==> config.mk <==
export PLATFORM = sky130hd
export DESIGN_NAME = sec_ctrl
export DESIGN_NICKNAME = d
export VERILOG_FILES = /design/src/design/sec_pkg.sv /design/src/design/sec_timer.sv /design/src/design/sec_shift.sv /design/src/design/sec_ctrl.sv
export SDC_FILE = /design/constraint.sdc
export NUM_CORES = 1
export LEC_CHECK = 0
export BUFFER_PORTS_ARGS = -buffer_cell sky130_fd_sc_hd__buf_4
export CAP_MARGIN = 20
export CORE_MARGIN = 2
export CORE_UTILIZATION = 30
export DETAILED_ROUTE_END_ITERATION = 10
export GPL_ROUTABILITY_DRIVEN = 0
export HOLD_SLACK_MARGIN = 0.1
export SYNTH_ARGS = -nofsm -noshare
export SYNTH_HDL_FRONTEND = slang
export SYNTH_SLANG_ARGS = --single-unit
==> constraint.sdc <==
create_clock -name clock_i -period 2.6 [get_ports clock_i]
set_input_delay 0.13 -clock clock_i [delete_from_list [all_inputs] [get_ports clock_i]]
set_output_delay 0.13 -clock clock_i [all_outputs]
set_load 0.05 [all_outputs]
==> src/design/sec_pkg.sv <==
// Constants, types and carriers for the serial EEPROM command controller
package sec_pkg;
  localparam int unsigned CLK_PERIOD_NS = 5;
  localparam int unsigned SK_HALF_NS    = 500;
  localparam int unsigned SK_HALF_CYC   = (SK_HALF_NS + CLK_PERIOD_NS - 1) / CLK_PERIOD_NS;
  localparam int unsigned TMO_US        = 10000;
  localparam int unsigned TMO_CYC       = TMO_US * 1000 / CLK_PERIOD_NS;
  localparam int unsigned POLL_SETTLE_CYC = 4;

  localparam logic [7:0] CMD_OFS   = 8'hb0;
  localparam logic [7:0] DATA_OFS  = 8'hb4;
  localparam logic [7:0] STAT_OFS  = 8'hb8;
  localparam logic [7:0] MACLO_OFS = 8'hbc;
  localparam logic [7:0] MACHI_OFS = 8'hc0;

  localparam int unsigned BUSY_BIT  = 31;
  localparam int unsigned OP_LSB    = 28;
  localparam int unsigned ADDR_W    = 7;
  localparam int unsigned FRAME_W   = 18;
  localparam int unsigned TMO_BIT   = 0;
  localparam int unsigned MACOK_BIT = 1;

  localparam logic        BUSY_RST  = 1'b1;
  localparam logic [6:0]  ADDR_RST  = 7'h00;
  localparam logic [7:0]  DATA_RST  = 8'h00;
  localparam logic [7:0]  SIG_BYTE  = 8'ha5;
  localparam logic [2:0]  MAC_BYTES = 3'h6;

  typedef enum logic [2:0] {
    OP_READ   = 3'b000,
    OP_EWDS   = 3'b001,
    OP_EWEN   = 3'b010,
    OP_WRITE  = 3'b011,
    OP_WRAL   = 3'b100,
    OP_ERASE  = 3'b101,
    OP_ERAL   = 3'b110,
    OP_RELOAD = 3'b111
  } sec_op_e;

  typedef struct packed {
    logic [FRAME_W-1:0] tx;
    logic [4:0]         tx_len;
    logic [3:0]         rx_len;
    logic               poll;
  } sec_frame_s;

  typedef struct packed {
    logic cs;
    logic sk;
    logic di;
  } sec_pins_s;
endpackage

==> src/design/sec_timer.sv <==
// Ready-poll timeout counter
module sec_timer #(
  parameter int unsigned LIMIT = 16
) (
  // Clock and reset
  input  wire logic clock_i,
  input  wire logic resetn_i,
  // Control
  input  wire logic run_i,
  output logic      expired_o
);
  logic [31:0] cnt_r;
  logic [31:0] cnt_nxt;
  logic        exp_r;
  logic        exp_nxt;

  always_comb begin
    cnt_nxt = 32'h0;
    exp_nxt = 1'b0;
    if (run_i) begin
      cnt_nxt = (cnt_r == 32'(LIMIT - 1)) ? cnt_r : cnt_r + 32'h1;
      exp_nxt = (cnt_r == 32'(LIMIT - 1)) && !exp_r;
    end
  end

  always_ff @(posedge clock_i or negedge resetn_i) begin
    if (!resetn_i) begin
      cnt_r <= 32'h0;
      exp_r <= 1'b0;
    end else begin
      cnt_r <= cnt_nxt;
      exp_r <= exp_nxt;
    end
  end

  assign expired_o = exp_r;
endmodule

==> src/design/sec_shift.sv <==
// Serial EEPROM frame shifter with ready polling
module sec_shift import sec_pkg::*; (
  // Clock and reset
  input  wire logic        clock_i,
  input  wire logic        resetn_i,
  // Request
  input  wire logic        start_i,
  input  sec_frame_s       frame_i,
  input  wire logic        abort_i,
  // Synchronised serial data from the EEPROM
  input  wire logic        do_i,
  // Results
  output sec_pins_s        pins_o,
  output logic             done_o,
  output logic             timeout_o,
  output logic             polling_o,
  output logic [7:0]       rx_o
);
  typedef enum logic [1:0] {
    SH_IDLE  = 2'b00,
    SH_SHIFT = 2'b01,
    SH_GAP   = 2'b10,
    SH_POLL  = 2'b11
  } sec_sh_e;

  sec_sh_e            st_r, st_nxt;
  logic [7:0]         div_r, div_nxt;
  logic [4:0]         cnt_r, cnt_nxt;
  logic [FRAME_W-1:0] sh_r, sh_nxt;
  sec_frame_s         fr_r, fr_nxt;
  sec_pins_s          pins_r, pins_nxt;
  logic [7:0]         rx_r, rx_nxt;
  logic               done_r, done_nxt;
  logic               tmo_r, tmo_nxt;
  logic               tick;
  logic               settled;

  assign tick    = (div_r == 8'(SK_HALF_CYC - 1));
  assign settled = (div_r == 8'(POLL_SETTLE_CYC));

  always_comb begin
    st_nxt   = st_r;
    div_nxt  = 8'h00;
    cnt_nxt  = cnt_r;
    sh_nxt   = sh_r;
    fr_nxt   = fr_r;
    pins_nxt = pins_r;
    rx_nxt   = rx_r;
    done_nxt = 1'b0;
    tmo_nxt  = 1'b0;
    case (st_r)
      SH_IDLE: begin
        if (start_i) begin
          fr_nxt   = frame_i;
          sh_nxt   = frame_i.tx;
          cnt_nxt  = 5'h00;
          rx_nxt   = 8'h00;
          pins_nxt = '{cs: 1'b1, sk: 1'b0, di: frame_i.tx[FRAME_W-1]};
          st_nxt   = SH_SHIFT;
        end
      end
      SH_SHIFT: begin
        div_nxt = tick ? 8'h00 : div_r + 8'h01;
        if (tick && !pins_r.sk) begin
          // EEPROM takes DI on the rising edge; read bits are taken here too
          pins_nxt.sk = 1'b1;
          if (cnt_r >= fr_r.tx_len) begin
            rx_nxt = {rx_r[6:0], do_i};
          end
        end else if (tick) begin
          pins_nxt.sk = 1'b0;
          cnt_nxt     = cnt_r + 5'h01;
          sh_nxt      = {sh_r[FRAME_W-2:0], 1'b0};
          pins_nxt.di = sh_r[FRAME_W-2];
          if (cnt_r + 5'h01 == fr_r.tx_len + 5'(fr_r.rx_len)) begin
            pins_nxt.cs = 1'b0;
            pins_nxt.di = 1'b0;
            if (fr_r.poll) begin
              st_nxt = SH_GAP;
            end else begin
              done_nxt = 1'b1;
              st_nxt   = SH_IDLE;
            end
          end
        end
      end
      SH_GAP: begin
        // Chip select low for a half period starts the ready status output
        div_nxt = tick ? 8'h00 : div_r + 8'h01;
        if (tick) begin
          pins_nxt.cs = 1'b1;
          st_nxt      = SH_POLL;
        end
      end
      SH_POLL: begin
        // Synchronised DO still shows the released line for a few cycles after select
        div_nxt = settled ? div_r : div_r + 8'h01;
        if ((do_i && settled) || abort_i) begin
          pins_nxt.cs = 1'b0;
          done_nxt    = 1'b1;
          tmo_nxt     = !(do_i && settled);
          st_nxt      = SH_IDLE;
        end
      end
      default: st_nxt = SH_IDLE;
    endcase
  end

  always_ff @(posedge clock_i or negedge resetn_i) begin
    if (!resetn_i) begin
      st_r   <= SH_IDLE;
      div_r  <= 8'h00;
      cnt_r  <= 5'h00;
      sh_r   <= '0;
      fr_r   <= '0;
      pins_r <= '0;
      rx_r   <= 8'h00;
      done_r <= 1'b0;
      tmo_r  <= 1'b0;
    end else begin
      st_r   <= st_nxt;
      div_r  <= div_nxt;
      cnt_r  <= cnt_nxt;
      sh_r   <= sh_nxt;
      fr_r   <= fr_nxt;
      pins_r <= pins_nxt;
      rx_r   <= rx_nxt;
      done_r <= done_nxt;
      tmo_r  <= tmo_nxt;
    end
  end

  assign pins_o    = pins_r;
  assign done_o    = done_r;
  assign timeout_o = tmo_r;
  assign polling_o = (st_r == SH_POLL);
  assign rx_o      = rx_r;
endmodule

==> src/design/sec_ctrl.sv <==
// Serial EEPROM command controller with Wishbone register access
module sec_ctrl import sec_pkg::*; #(
  parameter int unsigned TIMEOUT_CYC = TMO_CYC
) (
  // Clock and reset
  input  wire logic        clock_i,
  input  wire logic        resetn_i,
  // Wishbone slave
  input  wire logic [7:0]  wb_adr_i,
  input  wire logic [31:0] wb_dat_i,
  input  wire logic [3:0]  wb_sel_i,
  input  wire logic        wb_we_i,
  input  wire logic        wb_cyc_i,
  input  wire logic        wb_stb_i,
  output logic [31:0]      wb_dat_o,
  output logic             wb_ack_o,
  // EEPROM pins
  output logic             ee_cs_o,
  output logic             ee_sk_o,
  output logic             ee_di_o,
  input  wire logic        ee_do_i,
  // Loaded station address
  output logic [47:0]      mac_addr_o,
  output logic             mac_valid_o
);
  typedef enum logic [1:0] {
    ST_BOOT      = 2'b00,
    ST_BOOT_WAIT = 2'b01,
    ST_IDLE      = 2'b10,
    ST_RUN       = 2'b11
  } sec_state_e;

  function automatic sec_frame_s build_frame(sec_op_e op, logic [6:0] adr, logic [7:0] dat);
    sec_frame_s f;
    f = '0;
    case (op)
      OP_READ:  f = '{tx: {3'b110, adr, 8'h00}, tx_len: 5'd10, rx_len: 4'd8, poll: 1'b0};
      OP_EWDS:  f = '{tx: {3'b100, 7'h00, 8'h00}, tx_len: 5'd10, rx_len: 4'd0, poll: 1'b0};
      OP_EWEN:  f = '{tx: {3'b100, 7'h60, 8'h00}, tx_len: 5'd10, rx_len: 4'd0, poll: 1'b0};
      OP_WRITE: f = '{tx: {3'b101, adr, dat}, tx_len: 5'd18, rx_len: 4'd0, poll: 1'b1};
      OP_WRAL:  f = '{tx: {3'b100, 7'h20, dat}, tx_len: 5'd18, rx_len: 4'd0, poll: 1'b1};
      OP_ERASE: f = '{tx: {3'b111, adr, 8'h00}, tx_len: 5'd10, rx_len: 4'd0, poll: 1'b1};
      OP_ERAL:  f = '{tx: {3'b100, 7'h40, 8'h00}, tx_len: 5'd10, rx_len: 4'd0, poll: 1'b1};
      default:  f = '0;
    endcase
    return f;
  endfunction

  // Pin synchroniser
  logic do_meta_r;
  logic do_sync_r;

  always_ff @(posedge clock_i or negedge resetn_i) begin
    if (!resetn_i) begin
      do_meta_r <= 1'b0;
      do_sync_r <= 1'b0;
    end else begin
      do_meta_r <= ee_do_i;
      do_sync_r <= do_meta_r;
    end
  end

  // Engine and timeout
  logic       start_r, start_nxt;
  sec_frame_s frame_r, frame_nxt;
  sec_pins_s  pins;
  logic       eng_done;
  logic       eng_tmo;
  logic       eng_poll;
  logic       tmr_exp;
  logic [7:0] eng_rx;

  sec_shift u_shift (
    .clock_i   (clock_i),
    .resetn_i  (resetn_i),
    .start_i   (start_r),
    .frame_i   (frame_r),
    .abort_i   (tmr_exp),
    .do_i      (do_sync_r),
    .pins_o    (pins),
    .done_o    (eng_done),
    .timeout_o (eng_tmo),
    .polling_o (eng_poll),
    .rx_o      (eng_rx)
  );

  sec_timer #(
    .LIMIT (TIMEOUT_CYC)
  ) u_timer (
    .clock_i   (clock_i),
    .resetn_i  (resetn_i),
    .run_i     (eng_poll),
    .expired_o (tmr_exp)
  );

  assign ee_cs_o = pins.cs;
  assign ee_sk_o = pins.sk;
  assign ee_di_o = pins.di;

  // Bus slave: ack one cycle after the request, writes land on the acked edge
  logic        ack_r, ack_nxt;
  logic [31:0] rdat_r, rdat_nxt;
  logic        req;
  logic        wr_take;

  assign req     = wb_cyc_i && wb_stb_i;
  assign wr_take = req && wb_we_i && ack_r;

  // Control state
  sec_state_e  state_r, state_nxt;
  logic        busy_r, busy_nxt;
  sec_op_e     op_r, op_nxt;
  logic [6:0]  addr_r, addr_nxt;
  logic [7:0]  data_r, data_nxt;
  logic        tmo_flag_r, tmo_flag_nxt;
  logic [47:0] mac_r, mac_nxt;
  logic        mac_ok_r, mac_ok_nxt;
  logic [2:0]  idx_r, idx_nxt;
  sec_op_e     wr_op;
  logic [6:0]  wr_addr;

  assign wr_op   = wb_sel_i[3] ? sec_op_e'(wb_dat_i[OP_LSB+:3]) : op_r;
  assign wr_addr = wb_sel_i[0] ? wb_dat_i[ADDR_W-1:0] : addr_r;

  always_comb begin
    ack_nxt  = req && !ack_r;
    rdat_nxt = 32'h0;
    if (ack_nxt && !wb_we_i) begin
      if (wb_adr_i == CMD_OFS) begin
        rdat_nxt = {busy_r, op_r, 21'h0, addr_r};
      end else if (wb_adr_i == DATA_OFS) begin
        rdat_nxt = {24'h0, data_r};
      end else if (wb_adr_i == STAT_OFS) begin
        rdat_nxt[TMO_BIT]   = tmo_flag_r;
        rdat_nxt[MACOK_BIT] = mac_ok_r;
      end else if (wb_adr_i == MACLO_OFS) begin
        rdat_nxt = mac_r[31:0];
      end else if (wb_adr_i == MACHI_OFS) begin
        rdat_nxt = {16'h0, mac_r[47:32]};
      end
    end
  end

  always_comb begin
    state_nxt    = state_r;
    busy_nxt     = busy_r;
    op_nxt       = op_r;
    addr_nxt     = addr_r;
    data_nxt     = data_r;
    tmo_flag_nxt = tmo_flag_r;
    mac_nxt      = mac_r;
    mac_ok_nxt   = mac_ok_r;
    idx_nxt      = idx_r;
    start_nxt    = 1'b0;
    frame_nxt    = frame_r;

    // CMD and DATA writes while busy are dropped so a running frame never changes; the STAT clear still works
    if (wr_take && !busy_r) begin
      if (wb_adr_i == CMD_OFS) begin
        op_nxt   = wr_op;
        addr_nxt = wr_addr;
        if (wb_sel_i[3] && wb_dat_i[BUSY_BIT]) begin
          busy_nxt = 1'b1;
          if (wr_op == OP_RELOAD) begin
            idx_nxt    = 3'h0;
            mac_ok_nxt = 1'b0;
            state_nxt  = ST_BOOT;
          end else begin
            start_nxt = 1'b1;
            frame_nxt = build_frame(wr_op, wr_addr, data_r);
            state_nxt = ST_RUN;
          end
        end
      end else if (wb_adr_i == DATA_OFS && wb_sel_i[0]) begin
        data_nxt = wb_dat_i[7:0];
      end
    end
    if (wr_take && wb_adr_i == STAT_OFS && wb_sel_i[0] && wb_dat_i[TMO_BIT]) begin
      tmo_flag_nxt = 1'b0;
    end

    case (state_r)
      ST_BOOT: begin
        start_nxt = 1'b1;
        frame_nxt = build_frame(OP_READ, {4'h0, idx_r}, 8'h00);
        state_nxt = ST_BOOT_WAIT;
      end
      ST_BOOT_WAIT: begin
        if (eng_done) begin
          if (idx_r == 3'h0 && eng_rx != SIG_BYTE) begin
            // Blank or absent part: give up and leave the address invalid
            busy_nxt  = 1'b0;
            state_nxt = ST_IDLE;
          end else begin
            if (idx_r != 3'h0) begin
              mac_nxt[{idx_r - 3'h1, 3'b000} +: 8] = eng_rx;
            end
            if (idx_r == MAC_BYTES) begin
              mac_ok_nxt = 1'b1;
              busy_nxt   = 1'b0;
              state_nxt  = ST_IDLE;
            end else begin
              idx_nxt   = idx_r + 3'h1;
              state_nxt = ST_BOOT;
            end
          end
        end
      end
      ST_RUN: begin
        if (eng_done) begin
          busy_nxt  = 1'b0;
          state_nxt = ST_IDLE;
          if (op_r == OP_READ) begin
            data_nxt = eng_rx;
          end
          if (eng_tmo) begin
            tmo_flag_nxt = 1'b1;
          end
        end
      end
      default: ;
    endcase
  end

  always_ff @(posedge clock_i or negedge resetn_i) begin
    if (!resetn_i) begin
      ack_r      <= 1'b0;
      rdat_r     <= 32'h0;
      state_r    <= ST_BOOT;
      busy_r     <= BUSY_RST;
      op_r       <= OP_READ;
      addr_r     <= ADDR_RST;
      data_r     <= DATA_RST;
      tmo_flag_r <= 1'b0;
      mac_r      <= 48'h0;
      mac_ok_r   <= 1'b0;
      idx_r      <= 3'h0;
      start_r    <= 1'b0;
      frame_r    <= '0;
    end else begin
      ack_r      <= ack_nxt;
      rdat_r     <= rdat_nxt;
      state_r    <= state_nxt;
      busy_r     <= busy_nxt;
      op_r       <= op_nxt;
      addr_r     <= addr_nxt;
      data_r     <= data_nxt;
      tmo_flag_r <= tmo_flag_nxt;
      mac_r      <= mac_nxt;
      mac_ok_r   <= mac_ok_nxt;
      idx_r      <= idx_nxt;
      start_r    <= start_nxt;
      frame_r    <= frame_nxt;
    end
  end

  assign wb_ack_o    = ack_r;
  assign wb_dat_o    = rdat_r;
  assign mac_addr_o  = mac_r;
  assign mac_valid_o = mac_ok_r;

  // Checks
  chk_boot_busy_held: assert property (@(posedge clock_i) disable iff (!resetn_i)
    (state_r == ST_BOOT || state_r == ST_BOOT_WAIT) |-> busy_r)
    else $error("busy low during address load");

  chk_cmd_starts_run: assert property (@(posedge clock_i) disable iff (!resetn_i)
    (wr_take && !busy_r && wb_adr_i == CMD_OFS && wb_sel_i[3] && wb_dat_i[BUSY_BIT]
     && wb_dat_i[OP_LSB+:3] != OP_RELOAD) |=> busy_r && start_r ##1 pins.cs)
    else $error("command write did not start a frame");

  chk_read_data_valid: assert property (@(posedge clock_i) disable iff (!resetn_i)
    (state_r == ST_RUN && eng_done && op_r == OP_READ) |=> !busy_r && data_r == $past(eng_rx))
    else $error("read data not captured at completion");

  chk_busy_until_done: assert property (@(posedge clock_i) disable iff (!resetn_i)
    (state_r == ST_RUN && !eng_done) |=> busy_r)
    else $error("busy dropped before completion");

  chk_timeout_clears: assert property (@(posedge clock_i) disable iff (!resetn_i)
    (state_r == ST_RUN && tmr_exp && !do_sync_r) |=> ##1 (!busy_r && tmo_flag_r))
    else $error("timeout did not clear busy");

  chk_boot_ends: assert property (@(posedge clock_i) disable iff (!resetn_i)
    (state_r == ST_BOOT_WAIT && eng_done && idx_r == 3'h0 && eng_rx != SIG_BYTE)
    |=> (!busy_r && !mac_ok_r && state_r == ST_IDLE))
    else $error("failed load left busy set");

  chk_busy_locks_cmd: assert property (@(posedge clock_i) disable iff (!resetn_i)
    (busy_r && wr_take) |=> ($stable(op_r) && $stable(addr_r) && (!start_r || $past(state_r) == ST_BOOT)))
    else $error("command changed while busy");

  chk_ack_single: assert property (@(posedge clock_i) disable iff (!resetn_i)
    ack_r |=> !ack_r)
    else $error("ack held longer than one cycle");

  cov_read_done: cover property (@(posedge clock_i) disable iff (!resetn_i)
    state_r == ST_RUN && eng_done && op_r == OP_READ);
  cov_write_timeout: cover property (@(posedge clock_i) disable iff (!resetn_i)
    state_r == ST_RUN && eng_done && eng_tmo);
  cov_boot_ok: cover property (@(posedge clock_i) disable iff (!resetn_i)
    $rose(mac_ok_r));
endmodule

==> run summary <==
Mapped cell area -> 10200 um^2
Fmax -> 0.415 GHz
Initial Util -> 30.4%
Critical path endpoint category -> flip-flop
Postcts setup bufs -> 0
Number of nets in the layout -> 1242
Global-route wire length before repair -> 42.3 mm
Crit path DAT -> 2.81 ns
CTS sink cnt -> 215
Clock Tree Buf Depth -> 3
Ant. Diodes -> 0
Vias -> 8020
Clk_lat worst skew -> 0.52 ns
Filler cells -> 3301
Logic pwr share -> 3.3%
Clock skew -> 0.0218 ns
Antenna violations before repair -> 0
Worst hold path class -> in2reg
Largest net degree at the start of global routing -> 116
Avg WL per Cell -> 15.8 um
Core footprint -> 33400 um^2
Final period util -> 92.6%
Post-synth top flop -> dfrtp_1
Overall Global Routing Usage -> 14.5%
Net count of the mapped netlist -> 1094
#FFs+latches synth -> 215
Startpoint types -> flip-flop
Cell Area, Placed -> 11700 um^2
Critical path class -> reg2reg
Vias in the first global route -> 7983
Power density cells -> 549 nW/um^2
Ports -> 135
Die footprint -> 35400 um^2
Routed wire length -> 25.8 mm
CTS Buf Count -> 24
Max FO, Critical Path -> 8
Detailed Place HPWL -> 18.1 mm
Post-Syn Area per Cell -> 9.94 um^2
IO buf count -> 112
Internal power -> 0.00550 W
Cell Rows -> 67
Register area share after synthesis -> 52.9%
Share of post-route cells with drive strength above 1 -> 19.6%
Fin Setup TNS -> 0 ns
P_sw -> 0.00149 W
Distinct cells, synth -> 67
Final hold vios -> 0
Width of the die -> 188 um
Max-cap viol count -> 0
Syn Inst Count -> 1024
CTS H-tree depth -> 1
DRC viols -> 0
Layout area overhead -> 25.1%
Asr flop ratio synth -> 100%
Min Clock Period, post-route -> 2.41 ns
CTS tree -> built
Final setup viols -> 0
Design Area, Final -> 12700 um^2
Clock Root Buffer -> clkbuf_16
Drt pass-1 iters -> 5
Clk pwr share -> 48.8%
RSZ-0062 raised after global routing -> true
Worst path max stage delay -> 0.41 ns
Final Max Tran Viols -> 0
Switching portion of total power -> 21.3%
Ys Warns -> 0
CP dominant cell by count -> ha_1
Status -> finished, final reports clean
Leakage power -> 5.70 nW
Worst path slowest cell -> dfrtp_1
Worst-path clk slew -> 0.06 ns
Chip Height -> 188 um
First-iteration detailed-routing DRC count -> 505
Critical path required time -> 3.00 ns
Slew HR -> 39.1%
Gr ovfl total -> 0
ANT nets after route -> 0
Post-synth EDFFs -> 0
Worst-path cell chain -> inv_1 -> ha_1 -> xnor2_1 -> ha_1 -> nor4_2 -> nand3_1 -> buf_4 -> mux2_2
Worst slew pin tran -> 0.913 ns
Sequential share of power -> 48.0%
Worst vdd ir -> 442 uV
Vias per cell -> 4.90
## synthesized netlist by cell type, drive strengths merged (2+ instances only)
| master | count | area, um^2 |
|---|---|---|
| o21bai | 2 | 15.0 |
| ha | 20 | 250 |
| or2 | 2 | 12.5 |
| xor2 | 6 | 52.6 |
| or3 | 13 | 86.3 |
| mux2i | 50 | 500 |
| nor2 | 76 | 285 |
| o22ai | 4 | 25.0 |
| nand4 | 19 | 125 |
| or4 | 3 | 22.5 |
| xnor2 | 29 | 254 |
| a32o | 2 | 20.0 |
| nand2b | 2 | 12.5 |
| nor3 | 21 | 126 |
| o21ai | 90 | 450 |
| and2 | 19 | 119 |
| inv | 32 | 120 |
| dfrtp | 214 | 5360 |
| clkbuf | 41 | 154 |
| a21o | 3 | 22.5 |
| and3 | 7 | 43.8 |
| a22oi | 17 | 128 |
| a221oi | 3 | 43.8 |
| buf | 10 | 42.5 |
| nand3b | 2 | 15.0 |
| nor3b | 2 | 20.0 |
| a31oi | 4 | 25.0 |
| o211ai | 3 | 22.5 |
| nand3 | 50 | 250 |
| nor4b | 5 | 56.3 |
| a22o | 5 | 43.8 |
| nand2 | 156 | 593 |
| a21oi | 43 | 215 |
| a2bb2oi | 2 | 17.5 |
| nor2b | 4 | 25.0 |
| and4 | 6 | 52.6 |
| o41ai | 3 | 26.3 |
| o31ai | 4 | 30.0 |
| nor4 | 9 | 56.3 |
| mux2 | 23 | 259 |
## layout by cell type, fill, tap and decap left out, types with 4 or more instances in the layout
cell type	instances
ha_1	20
mux2i_1	50
o21ai_0	90
nand2_1	155
a22o_1	5
xnor2_1	29
clkbuf_1	5
a21oi_1	43
clkinv_2	5
or3_1	12
nor2_1	76
o22ai_1	4
mux2_2	23
nand4_1	18
nand3_1	49
clkbuf_8	6
o31ai_1	4
dlygate4sd3_1	19
xor2_1	6
nor3_1	18
buf_4	151
clkbuf_16	24
and2_1	19
dfrtp_1	214
and4_1	6
and3_1	7
inv_1	32
a31oi_1	4
nor2b_1	4
a22oi_1	17
nor4_1	8
## metrics by stage
step | std cells | hold WS, ns | util (%) | power, W | worst slack (ns)
after floorplan | 1024 | -0.166 | - | 0.00348 | 0.0122
after global placement | 1575 | 0.241 | 35.1 | 0.00362 | 0.255
after detailed placement | 1575 | 0.243 | 35.1 | 0.00362 | 0.192
after CTS | 1637 | 0.126 | 38.1 | 0.00708 | 0.155
after global routing | 1637 | 0.157 | 38.1 | 0.00724 | -0.0166
final | 1637 | 0.163 | 38.1 | 0.00699 | 0.193
## layer usage
metal | track usage [%] | share of wire [%]
met5 | 0 | 0
met4 | 3.36 | 1.8
met3 | 2.37 | 5.0
met2 | 23.9 | 47
met1 | 20.1 | 46
## cells by family after synthesis
| family | after synthesis | synth area share, % |
|---|---|---|
| adder cells (fa/ha/maj) | 20 | 2.46 |
| multiplexers | 73 | 7.46 |
| buffers and inverters | 84 | 3.15 |
| AND/OR/NAND/NOR | 401 | 19.2 |
| AO/OA/AOI/OAI | 194 | 11.5 |
| flip-flops | 215 | 52.9 |
| XOR/XNOR | 37 | 3.47 |
## registers in the layout, summed over array words and instances, names as in the netlist, 3 cells and up, named ones only
signal and cells:
wb_dat_o 32, u_shift.rx_o 8, u_timer.cnt_r 32, frame_r 22
idx_r 3, addr_r 7, u_shift.sh_r 17, op_r 3
u_shift.div_r 8, u_shift.pins_o 3, u_shift.fr_r 5, mac_addr_o 48
u_shift.cnt_r 5, data_r 8
## power by group through the flow
stage | clock network [W] | logic [W] | registers, W
after floorplan | 0 | 0.0000603 | 0.00342
after global placement | 0 | 0.000207 | 0.00341
after detailed placement | 0 | 0.000210 | 0.00341
after CTS | 0.00350 | 0.000232 | 0.00335
after global routing | 0.00364 | 0.000253 | 0.00335
final | 0.00341 | 0.000228 | 0.00335
## critical path: cells and delay by family (launching register included)
family / cells / cell delay (ns)
adders and majority gates: 2 / 0.59
xor gates and xnor gates: 1 / 0.24
DFF: 1 / 0.41
and+or+nand+nor: 2 / 0.47
buffers and inverters: 2 / 0.29
muxes: 1 / 0.28
## timing repair
item                       4_1_cts  5_1_grt
setup endpoints to repair        0       16
hold endpoints to repair       136        0
gates resized for setup          0        2
hold buffers                    19        0
## cell type report
cell class	count	area (um^2)	area share, %
clock buffers	35	702	5.51
flip-flops and latches	215	5380	42.2
clock inverters	8	101	0.796
well taps	448	561	4.40
repair buffers	173	1380	10.8
multi-input cells	725	4490	35.3
inverters	33	124	0.972
## final timing paths
| check | startpoint | cells after the start | slack, ns | to |
|---|---|---|---|---|
| worst min-delay path | wb_sel_i[3] | 5 | 0.16 | busy_r |
| max in group asynchronous | resetn_i | 3 | 1.54 | wb_dat_o[5] |
| worst max-delay path | idx_r[1] | 8 | 0.19 | mac_addr_o[3] |
| worst min register to register | do_meta_r | 0 | 0.35 | do_sync_r |
| worst max register to register | idx_r[1] | 8 | 0.19 | mac_addr_o[3] |
| min in group asynchronous | resetn_i | 2 | 0.30 | mac_addr_o[17] |
No activity file was read; power rests on OpenSTA's default activity.
